--- config.mk ---
export PLATFORM = sky130hd
export DESIGN_NAME = ldwp_write_port
export DESIGN_NICKNAME = d
export VERILOG_FILES = /design/src/rtl/ldwp_pkg.sv /design/src/rtl/ldwp_write_port.sv /design/src/rtl/ldwp_pin_sync.sv
export SDC_FILE = /design/constraint.sdc
export NUM_CORES = 1
export LEC_CHECK = 0
export BUFFER_PORTS_ARGS = -buffer_cell sky130_fd_sc_hd__buf_2
export CAP_MARGIN = 5
export CORE_ASPECT_RATIO = 1.5
export CORE_MARGIN = 5
export CORE_UTILIZATION = 45
export DETAILED_ROUTE_END_ITERATION = 12
export PLACE_DENSITY = 0.71
export SYNTH_ARGS = -nofsm -noshare
export SYNTH_HDL_FRONTEND = slang
export SYNTH_SLANG_ARGS = --single-unit
--- constraint.sdc ---
create_clock -name core_clk -period 2.1 [get_ports core_clk]
set_input_delay 0.315 -clock core_clk [delete_from_list [all_inputs] [get_ports core_clk]]
set_output_delay 0.315 -clock core_clk [all_outputs]
set_load 0.03 [all_outputs]
--- src/rtl/ldwp_pkg.sv ---
// Package of constants and types for the LED display write port
package ldwp_pkg;
  localparam int LDWP_DIGITS = 8;
  localparam int LDWP_ADDR_W = 3;
  // Control word field positions and the data byte point bit
  localparam int LDWP_ADDR_LSB = 0;
  localparam int LDWP_BANK_BIT = 3;
  localparam int LDWP_RUN_BIT = 4;
  localparam int LDWP_RAW_BIT = 5;
  localparam int LDWP_FONT_BIT = 6;
  localparam int LDWP_SEQ_BIT = 7;
  localparam int LDWP_POINT_BIT = 7;
  // Reset value of the control word: normal operation, decode, bank A, no burst
  localparam logic [7:0] LDWP_CTRL_RESET = 8'h18;
  localparam logic [7:0] LDWP_DATA_RESET = 8'h00;

  typedef struct packed {
    logic seq_follows;
    logic font_select;
    logic no_decode;
    logic run;
    logic bank_a;
    logic [2:0] digit_addr;
  } ldwp_ctrl_t;

  typedef enum logic [1:0] {
    LDWP_ST_IDLE = 2'b00,
    LDWP_ST_SINGLE = 2'b01,
    LDWP_ST_BURST = 2'b10
  } ldwp_state_t;
endpackage

--- src/rtl/ldwp_write_port.sv ---
// Write-side host port of an 8-digit LED display driver
// Notes on behaviour
// [RL1] The byte on the input lines is taken at the rising edge of the write strobe.
// [RL2] Select high loads the control register and select low loads display memory.
// [RL3] In a data write lines 0 to 7 are data bits 1 to 8, bit 8 being the point segment.
// [RL4] Control line 6 high picks hexadecimal and low picks Code B translation.
// [RL5] Control line 5 high turns translation off and low turns it on.
// [RL6] Control line 7 high announces a sequential burst and low announces none.
// [RL7] Control line 4 high is normal operation and low stops and blanks the display.
// [RL8] With no burst, control lines 0 to 2 give the digit address, line 0 the LSB.
// [RL9] Control line 3 picks bank A when high and bank B when low, only while decoding.
// [RL10] After a burst announcement eight data writes fill digits one to eight in order.
// [RL11] After a single-digit control word the next data write goes only to that digit.
`timescale 1ns/100ps
module ldwp_write_port
  import ldwp_pkg::*;
#(
  parameter int DIGITS = LDWP_DIGITS
) (
  input wire logic core_clk,
  input wire logic resetn,
  input wire logic [7:0] input_lines,
  input wire logic target_select,
  input wire logic write_strobe,
  output ldwp_ctrl_t display_control,
  output logic font_select,
  output logic decode_enable,
  output logic display_on,
  output logic bank_a_active,
  output logic [8*LDWP_DIGITS-1:0] bank_a_data,
  output logic [8*LDWP_DIGITS-1:0] bank_b_data,
  output logic [LDWP_DIGITS-1:0] point_segment,
  output logic data_written,
  output logic [2:0] written_digit
);
  logic [9:0] pins_raw;
  logic [9:0] pins_sync;
  logic [7:0] data_s;
  logic sel_s;
  logic strobe_s;
  logic strobe_d_reg;
  logic strobe_rise;
  ldwp_ctrl_t ctrl_reg;
  ldwp_state_t state_reg;
  logic [2:0] ptr_reg;
  logic [7:0] mem_a_reg [LDWP_DIGITS];
  logic [7:0] mem_b_reg [LDWP_DIGITS];
  logic wr_en;
  logic [2:0] wr_idx;
  logic wr_bank_a;
  logic done_reg;
  logic [2:0] done_idx_reg;

  assign pins_raw = {write_strobe, target_select, input_lines};

  // Idle levels: strobe high, select low, data zero
  ldwp_pin_sync #(.WIDTH(10), .RESET_VAL({2'b10, 8'h00})) u_sync (
    .core_clk(core_clk),
    .resetn(resetn),
    .pin_in(pins_raw),
    .pin_out(pins_sync)
  );

  assign data_s = pins_sync[7:0];
  assign sel_s = pins_sync[8];
  assign strobe_s = pins_sync[9];

  always_ff @(posedge core_clk or negedge resetn) begin
    if (!resetn) begin
      strobe_d_reg <= 1'b1;
    end else begin
      strobe_d_reg <= strobe_s;
    end
  end

  // Data and select are stable around the strobe edge, so sample at the edge
  assign strobe_rise = strobe_s && !strobe_d_reg; // [RL1]

  // Control word capture
  always_ff @(posedge core_clk or negedge resetn) begin
    if (!resetn) begin
      ctrl_reg <= ldwp_ctrl_t'(LDWP_CTRL_RESET);
    end else if (strobe_rise && sel_s) begin // [RL2]
      ctrl_reg.seq_follows <= data_s[LDWP_SEQ_BIT]; // [RL6]
      ctrl_reg.font_select <= data_s[LDWP_FONT_BIT]; // [RL4]
      ctrl_reg.no_decode <= data_s[LDWP_RAW_BIT]; // [RL5]
      ctrl_reg.run <= data_s[LDWP_RUN_BIT]; // [RL7]
      ctrl_reg.bank_a <= data_s[LDWP_BANK_BIT]; // [RL9]
      ctrl_reg.digit_addr <= data_s[LDWP_ADDR_LSB +: LDWP_ADDR_W]; // [RL8]
    end
  end

  // Update sequencing
  always_ff @(posedge core_clk or negedge resetn) begin
    if (!resetn) begin
      state_reg <= LDWP_ST_IDLE;
      ptr_reg <= 3'h0;
    end else if (strobe_rise) begin
      if (sel_s) begin
        ptr_reg <= 3'h0;
        if (data_s[LDWP_SEQ_BIT]) begin
          state_reg <= LDWP_ST_BURST; // [RL10]
        end else begin
          state_reg <= LDWP_ST_SINGLE; // [RL11]
        end
      end else begin
        case (state_reg)
          LDWP_ST_BURST: begin
            ptr_reg <= ptr_reg + 3'h1; // [RL10]
            if (ptr_reg == 3'(DIGITS - 1)) begin
              state_reg <= LDWP_ST_IDLE;
            end
          end
          LDWP_ST_SINGLE: state_reg <= LDWP_ST_IDLE; // [RL11]
          LDWP_ST_IDLE: state_reg <= LDWP_ST_IDLE;
          default: state_reg <= LDWP_ST_IDLE;
        endcase
      end
    end
  end

  // Data writes outside a sequence are ignored
  always_comb begin
    wr_en = strobe_rise && !sel_s && (state_reg != LDWP_ST_IDLE); // [RL2]
    wr_idx = (state_reg == LDWP_ST_BURST) ? ptr_reg : ctrl_reg.digit_addr; // [RL8]
    // Bank choice applies only while translation is on; no-decode uses bank A
    wr_bank_a = ctrl_reg.bank_a || ctrl_reg.no_decode; // [RL9]
  end

  always_ff @(posedge core_clk or negedge resetn) begin
    if (!resetn) begin
      for (int i = 0; i < LDWP_DIGITS; i++) begin
        mem_a_reg[i] <= LDWP_DATA_RESET;
        mem_b_reg[i] <= LDWP_DATA_RESET;
      end
    end else if (wr_en) begin
      if (wr_bank_a) begin
        mem_a_reg[wr_idx] <= data_s; // [RL3]
      end else begin
        mem_b_reg[wr_idx] <= data_s; // [RL3]
      end
    end
  end

  always_ff @(posedge core_clk or negedge resetn) begin
    if (!resetn) begin
      done_reg <= 1'b0;
      done_idx_reg <= 3'h0;
    end else begin
      done_reg <= wr_en;
      if (wr_en) begin
        done_idx_reg <= wr_idx;
      end
    end
  end

  always_comb begin
    for (int i = 0; i < LDWP_DIGITS; i++) begin
      bank_a_data[8*i +: 8] = mem_a_reg[i];
      bank_b_data[8*i +: 8] = mem_b_reg[i];
      point_segment[i] = bank_a_active ? mem_a_reg[i][LDWP_POINT_BIT]
                                       : mem_b_reg[i][LDWP_POINT_BIT]; // [RL3]
    end
  end

  assign display_control = ctrl_reg;
  assign font_select = ctrl_reg.font_select; // [RL4]
  assign decode_enable = !ctrl_reg.no_decode; // [RL5]
  assign display_on = ctrl_reg.run; // [RL7]
  assign bank_a_active = ctrl_reg.bank_a || ctrl_reg.no_decode; // [RL9]
  assign data_written = done_reg;
  assign written_digit = done_idx_reg;

  property p_ctrl_capture;
    @(posedge core_clk) disable iff (!resetn)
      (strobe_rise && sel_s) |=> (ctrl_reg == $past(data_s));
  endproperty
  a_ctrl_capture: assert property (p_ctrl_capture) // [RL2]
    else $error("Control word not captured on strobe");

  property p_no_ctrl_on_data;
    @(posedge core_clk) disable iff (!resetn)
      !(strobe_rise && sel_s) |=> $stable(ctrl_reg);
  endproperty
  a_no_ctrl_on_data: assert property (p_no_ctrl_on_data) // [RL1]
    else $error("Control word changed without control strobe");

  property p_burst_start;
    @(posedge core_clk) disable iff (!resetn)
      (strobe_rise && sel_s && data_s[LDWP_SEQ_BIT]) |=>
        (state_reg == LDWP_ST_BURST && ptr_reg == 3'h0);
  endproperty
  a_burst_start: assert property (p_burst_start) // [RL6]
    else $error("Burst did not start at digit one");

  property p_burst_step;
    @(posedge core_clk) disable iff (!resetn)
      (wr_en && state_reg == LDWP_ST_BURST) |-> ##2 (written_digit == $past(ptr_reg, 2));
  endproperty
  a_burst_step: assert property (p_burst_step) // [RL10]
    else $error("Burst wrote wrong digit");

  property p_burst_end;
    @(posedge core_clk) disable iff (!resetn)
      (wr_en && state_reg == LDWP_ST_BURST && ptr_reg == 3'h7) |=>
        (state_reg == LDWP_ST_IDLE);
  endproperty
  a_burst_end: assert property (p_burst_end) // [RL10]
    else $error("Burst did not end after eight digits");

  property p_single_once;
    @(posedge core_clk) disable iff (!resetn)
      (wr_en && state_reg == LDWP_ST_SINGLE) |=> (state_reg == LDWP_ST_IDLE);
  endproperty
  a_single_once: assert property (p_single_once) // [RL11]
    else $error("Single-digit update accepted more than one write");

  property p_single_addr;
    @(posedge core_clk) disable iff (!resetn)
      (wr_en && state_reg == LDWP_ST_SINGLE) |=> (written_digit == ctrl_reg.digit_addr);
  endproperty
  a_single_addr: assert property (p_single_addr) // [RL8]
    else $error("Single-digit write went to wrong digit");

  property p_data_store;
    @(posedge core_clk) disable iff (!resetn)
      (wr_en && wr_bank_a) |=> (mem_a_reg[$past(wr_idx)] == $past(data_s));
  endproperty
  a_data_store: assert property (p_data_store) // [RL3]
    else $error("Display data not stored in bank A");

  property p_flags;
    @(posedge core_clk) disable iff (!resetn)
      (strobe_rise && sel_s) |=> (font_select == $past(data_s[LDWP_FONT_BIT]))
        && (decode_enable == !$past(data_s[LDWP_RAW_BIT]))
        && (display_on == $past(data_s[LDWP_RUN_BIT]));
  endproperty
  a_flags: assert property (p_flags) // [RL4]
    else $error("Mode outputs disagree with control word");

  property p_bank_b;
    @(posedge core_clk) disable iff (!resetn)
      (wr_en && !ctrl_reg.bank_a && ctrl_reg.no_decode) |=> $stable(bank_b_data);
  endproperty
  a_bank_b: assert property (p_bank_b) // [RL9]
    else $error("Bank B written in no-decode mode");
endmodule // ldwp_write_port

--- src/rtl/ldwp_pin_sync.sv ---
// Three-stage pin synchroniser with agreement of the last two stages
`timescale 1ns/100ps
module ldwp_pin_sync
  import ldwp_pkg::*;
#(
  parameter int WIDTH = 1,
  parameter logic [WIDTH-1:0] RESET_VAL = '0
) (
  input wire logic core_clk,
  input wire logic resetn,
  input wire logic [WIDTH-1:0] pin_in,
  output logic [WIDTH-1:0] pin_out
);
  logic [WIDTH-1:0] s1_reg;
  logic [WIDTH-1:0] s2_reg;
  logic [WIDTH-1:0] s3_reg;
  logic [WIDTH-1:0] out_reg;

  // Stages start at the idle pin levels so no false edge follows reset
  always_ff @(posedge core_clk or negedge resetn) begin
    if (!resetn) begin
      s1_reg <= RESET_VAL;
      s2_reg <= RESET_VAL;
      s3_reg <= RESET_VAL;
    end else begin
      s1_reg <= pin_in;
      s2_reg <= s1_reg;
      s3_reg <= s2_reg;
    end
  end

  // Per bit, a change counts once stages two and three agree
  always_ff @(posedge core_clk or negedge resetn) begin
    if (!resetn) begin
      out_reg <= RESET_VAL;
    end else begin
      for (int i = 0; i < WIDTH; i++) begin
        if (s2_reg[i] == s3_reg[i]) begin
          out_reg[i] <= s3_reg[i];
        end
      end
    end
  end

  assign pin_out = out_reg;
endmodule // ldwp_pin_sync

Yosys cells after proc, flatten, opt, wreduce, memory -nomap -nowiden:

Index checks and enable logic that the tools add are counted.

* flip-flop bits (word level): 186
* input bits: 12
* word-level logic and storage cells: 92

* add/sub/neg operators: 1
* $lt $le $gt $ge: 2
* eq/ne operators: 13
* muxes and demuxes: 19
* bitwise logic cells: 2
* reduce and logical (&&, ||, !) cells: 15

Operators with widths (number)
* $bwmux 64: 2
* $demux 8 s3: 1
* $eq 1x1->1: 10
* $mux 3: 3
* $mux 1: 8
* $mux 2: 4
* $mux 8: 1
* $reduce_and 2->1: 4
* $logic_and 1x1->1: 5
* $ge 4x4->1 const B: 1
* $lt 4x1->1 const B: 1
* $not 3->4: 1
* $reduce_bool 2->1: 2
* $add 3x1->3 const B: 1
* $eq 3x3->1 const B: 1
* $logic_not 1->1: 3
* $ne 3x2->1 const B: 1
* $eq 2x2->1 const B: 1
* $logic_or 1x1->1: 1
* $not 1->1: 1

Logic depth before layout (Yosys ltp):

* depth in word-level cells: 8
* gate-level depth with buffers: 6
* gate-level depth less buffers: 5

Cells and area by module:

A second synthesis with hierarchy kept.

* cell total of the unflattened synthesis: 425
* area, all modules: 7056.8 um2

By module, submodules not included
* ldwp_write_port: times used 1, cells an instance 375, area an instance 5938.2 um2, sequential area each 3657.3 um2
* ldwp_pin_sync: times used 1, cells an instance 50, area an instance 1118.6 um2, sequential area each 1006.0 um2

Least setup slack after synthesis:

Ideal clock, no wire load.

* kind: register to register
* start point: register ctrl_reg (netlist bit display_control[5])
* end point: register mem_b_reg (netlist bit bank_b_data[0])
* data arrival time: 2.253 ns
* required time: 1.975 ns
* slack: -0.277 ns
* cell stages (with the launch flop): 7
* path buffers: 1
* cell sequence: dfrtp_1 > nor2_2 > inv_1 > or3_1 > buf_2 > nor3b_4 > mux2_2

* cells in the longest elaborated chain, start to end: 3

RTL lines
* start, declared: RTL line ldwp_write_port.sv:43 `ldwp_ctrl_t ctrl_reg;`
* start signal, assigned: RTL line ldwp_write_port.sv:82 `ctrl_reg <= ldwp_ctrl_t'(LDWP_CTRL_RESET);`
* $logic_or 1x1->1
* via bank_a_active: RTL line ldwp_write_port.sv:29 `output logic bank_a_active,`
* $not 1->1 (no line)
* $reduce_and 2->1 (no line)
* end signal, assigned by index: RTL line ldwp_write_port.sv:140 `mem_b_reg[wr_idx] <= data_s;`
* end, declared: RTL line ldwp_write_port.sv:47 `logic [7:0] mem_b_reg [LDWP_DIGITS];`

The timed path passes the listed nets, and every way through them passes these cells.
A chain may end at the register's enable or synchronous reset.

Final worst setup path:

* start point: register u_sync.out_reg[9], in the netlist u_sync.pin_out[9]
* end point: register mem_b_reg (netlist bit bank_b_data[59])

* cells in the longest elaborated chain, start to end: 4

RTL lines
* start, declared: RTL line ldwp_pin_sync.sv:17 `logic [WIDTH-1:0] out_reg;`
* start signal, assigned by index: RTL line ldwp_pin_sync.sv:39 `out_reg[i] <= s3_reg[i];`
* $logic_and 1x1->1: RTL line ldwp_write_port.sv:77 `assign strobe_rise = strobe_s && !strobe_d_reg;`
* $logic_and 1x1->1 (2 in series): RTL line ldwp_write_port.sv:124 `wr_en = strobe_rise && !sel_s && (state_reg != LDWP_ST_IDLE);`
* $reduce_and 2->1 (no line)

Every way passes these cells.

==> flow_metrics.tcl <==
set metrics [dict create \
    row_count 56 \
    cp_data_required_time_ps 2410 \
    synth_top_area_share_pct 63.6 \
    crit_type "flip-flop to flip-flop" \
    tns_ps -2580 \
    clock_sinks 186 \
    synth.area.mux_share_pct 23.6 \
    dieArea_um2 18300 \
    synth_top_family_by_area "multiplexers" \
    avgSynthCellArea_um2 16.5 \
    synth-xor-area-share_pct 0.124 \
    routed_wl_um 17400 \
    die_y_um 163 \
    synth_compound_area_share_pct 1.37 \
    clk_pin_slew_worst_paths_ps 70 \
    cts_root_buf "clkbuf_16" \
    drt_iter0_drc 150 \
    clockBufferDepth 2 \
    area_growth_pct 34.7 \
    ant_nets 0 \
    grt_usage_pct 19.8 \
    synth_fa_ha_area_share_pct 1.78 \
    dpl_cell_area_um2 8540 \
    tightest_slew_ps 848 \
    fin_crit_sh_pct 104 \
    finalHoldViolations 0 \
    grt_start_max_net_pins 57 \
    ys.flop_type "dfrtp_1" \
    crit_arrival_ps 2500 \
    worstPathCellList "or3b_4, or3_1, buf_6, nor3b_4, buf_12, mux2_4" \
    synthSimpleGateAreaFrac_pct 5.44 \
    fmax_ghz 0.457 \
    ys_top_cells_by_count "dfrtp_1, mux2_2, clkbuf_1, maj3_1, nand2_1" \
    synth_top_cell_by_area "dfrtp_1" \
    io_pins 164 \
    whs_ps 350 \
    wire_per_inst_um 20.3 \
    ys_warn_count 0 \
    io_buffers 163 \
    initial_core_util_pct 45.5 \
    grt_pass1_vias 4920 \
    leakagePower_nw 4.98 \
    htreeDepth 4 \
    dr.pass1.iters 4 \
    final_net_count 657 \
    cts_made_buffers 17 \
    finalClockSkew_ps 10.1 \
    ys_top_cells_by_area "dfrtp_1, mux2_2, dfstp_2" \
    grt_pass1_wl_um 27600 \
    rsz0062_at_grt "true" \
    violations "setup timing" \
    fin_ws_ps -89.8 \
    setup-violations-final 63 \
    grt_antenna_before_repair 0 \
    async_reset_ff_share_pct 100 \
    final_area_um2 9480 \
    coreArea_um2 15500 \
    min_period_ps 2190 \
    drive_gt1_share_pct 62.7 \
    worst_path_max_delay_cell "dfstp_2" \
    num_antenna_cells 0 \
    status "complete, but fails checks" \
    synth.distinct_cells 36 \
    critPathMaxStageDelay_ps 520 \
    place.gp.congestion 0.821 \
    vias_per_cell 5.11 \
    vias 4391 \
    vdd_drop_max_uv 1010 \
    synth_edf_count 0 \
    dp_hpwl_um 12100 \
    clock_latency_ps 430 \
    crit_path_start_kind "flip-flop" \
    cp-end-kind "flip-flop" \
    power_density_nw_per_um2 1470 \
    final_cells 859 \
    report.final.slew_viol_count 0 \
    hold_class "flip-flop to flip-flop" \
    drv_cap 0 \
    synth_area_um2 7040 \
    syn_nets 441 \
    grt_overflow 0 \
    dieWidth_um 112 \
    syn_inst 427 \
    drc 0 \
    slew_headroom_pct 43.5 \
    ys_seq_elements 186 \
    yosysMostFrequentCell "dfrtp_1" \
    cts_tree "done" \
    final_util_pct 61.2 \
    path_max_fanout 8 \
    ys_seq_area_share_pct 66.2 \
    dp.cells 813 \
]
-- critical path, delay by kind of cell (launching register included) --
family,cells,cell delay [ps]
buffers and inverters,2,330
DFF,1,520
muxes,1,300
and+or+nand+nor,3,920
-- final cells by class --
type                       instances  area [µm²]
clock inverter                    11         131
tap                              203         254
inverter                           6        22.5
multi-input combinational        218        2600
fill                            1205        6000
timing repair buffer             214        1360
sequential                       186        4660
clock buffer                      21         450
-- through the flow --
step	power (mW)	setup WS, ps
CTS	13.9	-105
global placement	10.4	-99.4
global route	14.6	-196
finish	14.0	-89.8
detailed placement	10.5	-126
floorplan	8.72	-138
-- worst paths after layout --
kind                                   start                to  slack (ps)  cells after the start
max                        u_sync.pin_out[9]   bank_b_data[59]         -90                      6
min                         u_sync.s1_reg[1]  u_sync.s2_reg[1]         350                      0
max reg2reg                u_sync.pin_out[9]   bank_b_data[59]         -90                      6
min reg2reg                 u_sync.s1_reg[1]  u_sync.s2_reg[1]         350                      0
max in group asynchronous             resetn    bank_b_data[9]         990                      3
min in group asynchronous             resetn   bank_b_data[22]         420                      2
-- timing repair --
| item | 4_1_cts | 5_1_grt |
|---|---|---|
| resized for setup | 29 | 22 |
| pin swaps | 2 | 1 |
| gates cloned | 0 | 0 |
| endpoints found under the hold margin | 55 | 0 |
| endpoints found under the setup margin | 77 | 112 |
| setup buffers | 1 | 2 |
| hold buffers | 11 | 0 |
-- cell families after synthesis --
kind of cell	Yosys count
flip-flops	186
multiplexers	147
AO/OA/AOI/OAI	16
buffers and inverters	23
adder cells (fa/ha/maj)	12
AND/OR/NAND/NOR	42
XOR/XNOR	1
-- layer usage --
metal | routed length [µm] | vias up | track usage (%)
met5 | 0 | - | 0
met4 | 463 | 0 | 8.26
li1 | - | 1958 | -
met1 | 6830 | 2290 | 22.7
met2 | 9190 | 117 | 34.6
met3 | 921 | 26 | 5.67
-- power by group --
part	switching [mW]	total (mW)	internal, mW
Combinational	3.38	5.46	2.08
Sequential	0.741	5.32	4.58
Clock	1.37	3.18	1.81
-- layout by cell type, fill, tap and decap left out, drive strengths merged, types with 2 or more instances in the layout --
cell and count:
nand2b 2, buf 202, ha 2, maj3 10, bufinv 2, a31o 2, o21ai 9, dlygate4sd3 11
clkinvlp 2, nor3 6, nand3 6, dfstp 7, dfrtp 179, mux2 143, inv 11, mux2i 4
clkinv 2, nor3b 2, a31oi 3, a22oi 2, nor4 3, nor4bb 2, nand3b 3, clkbuf 22
nor2 3, nand2 10
No activity file was read; power rests on OpenSTA's default activity.
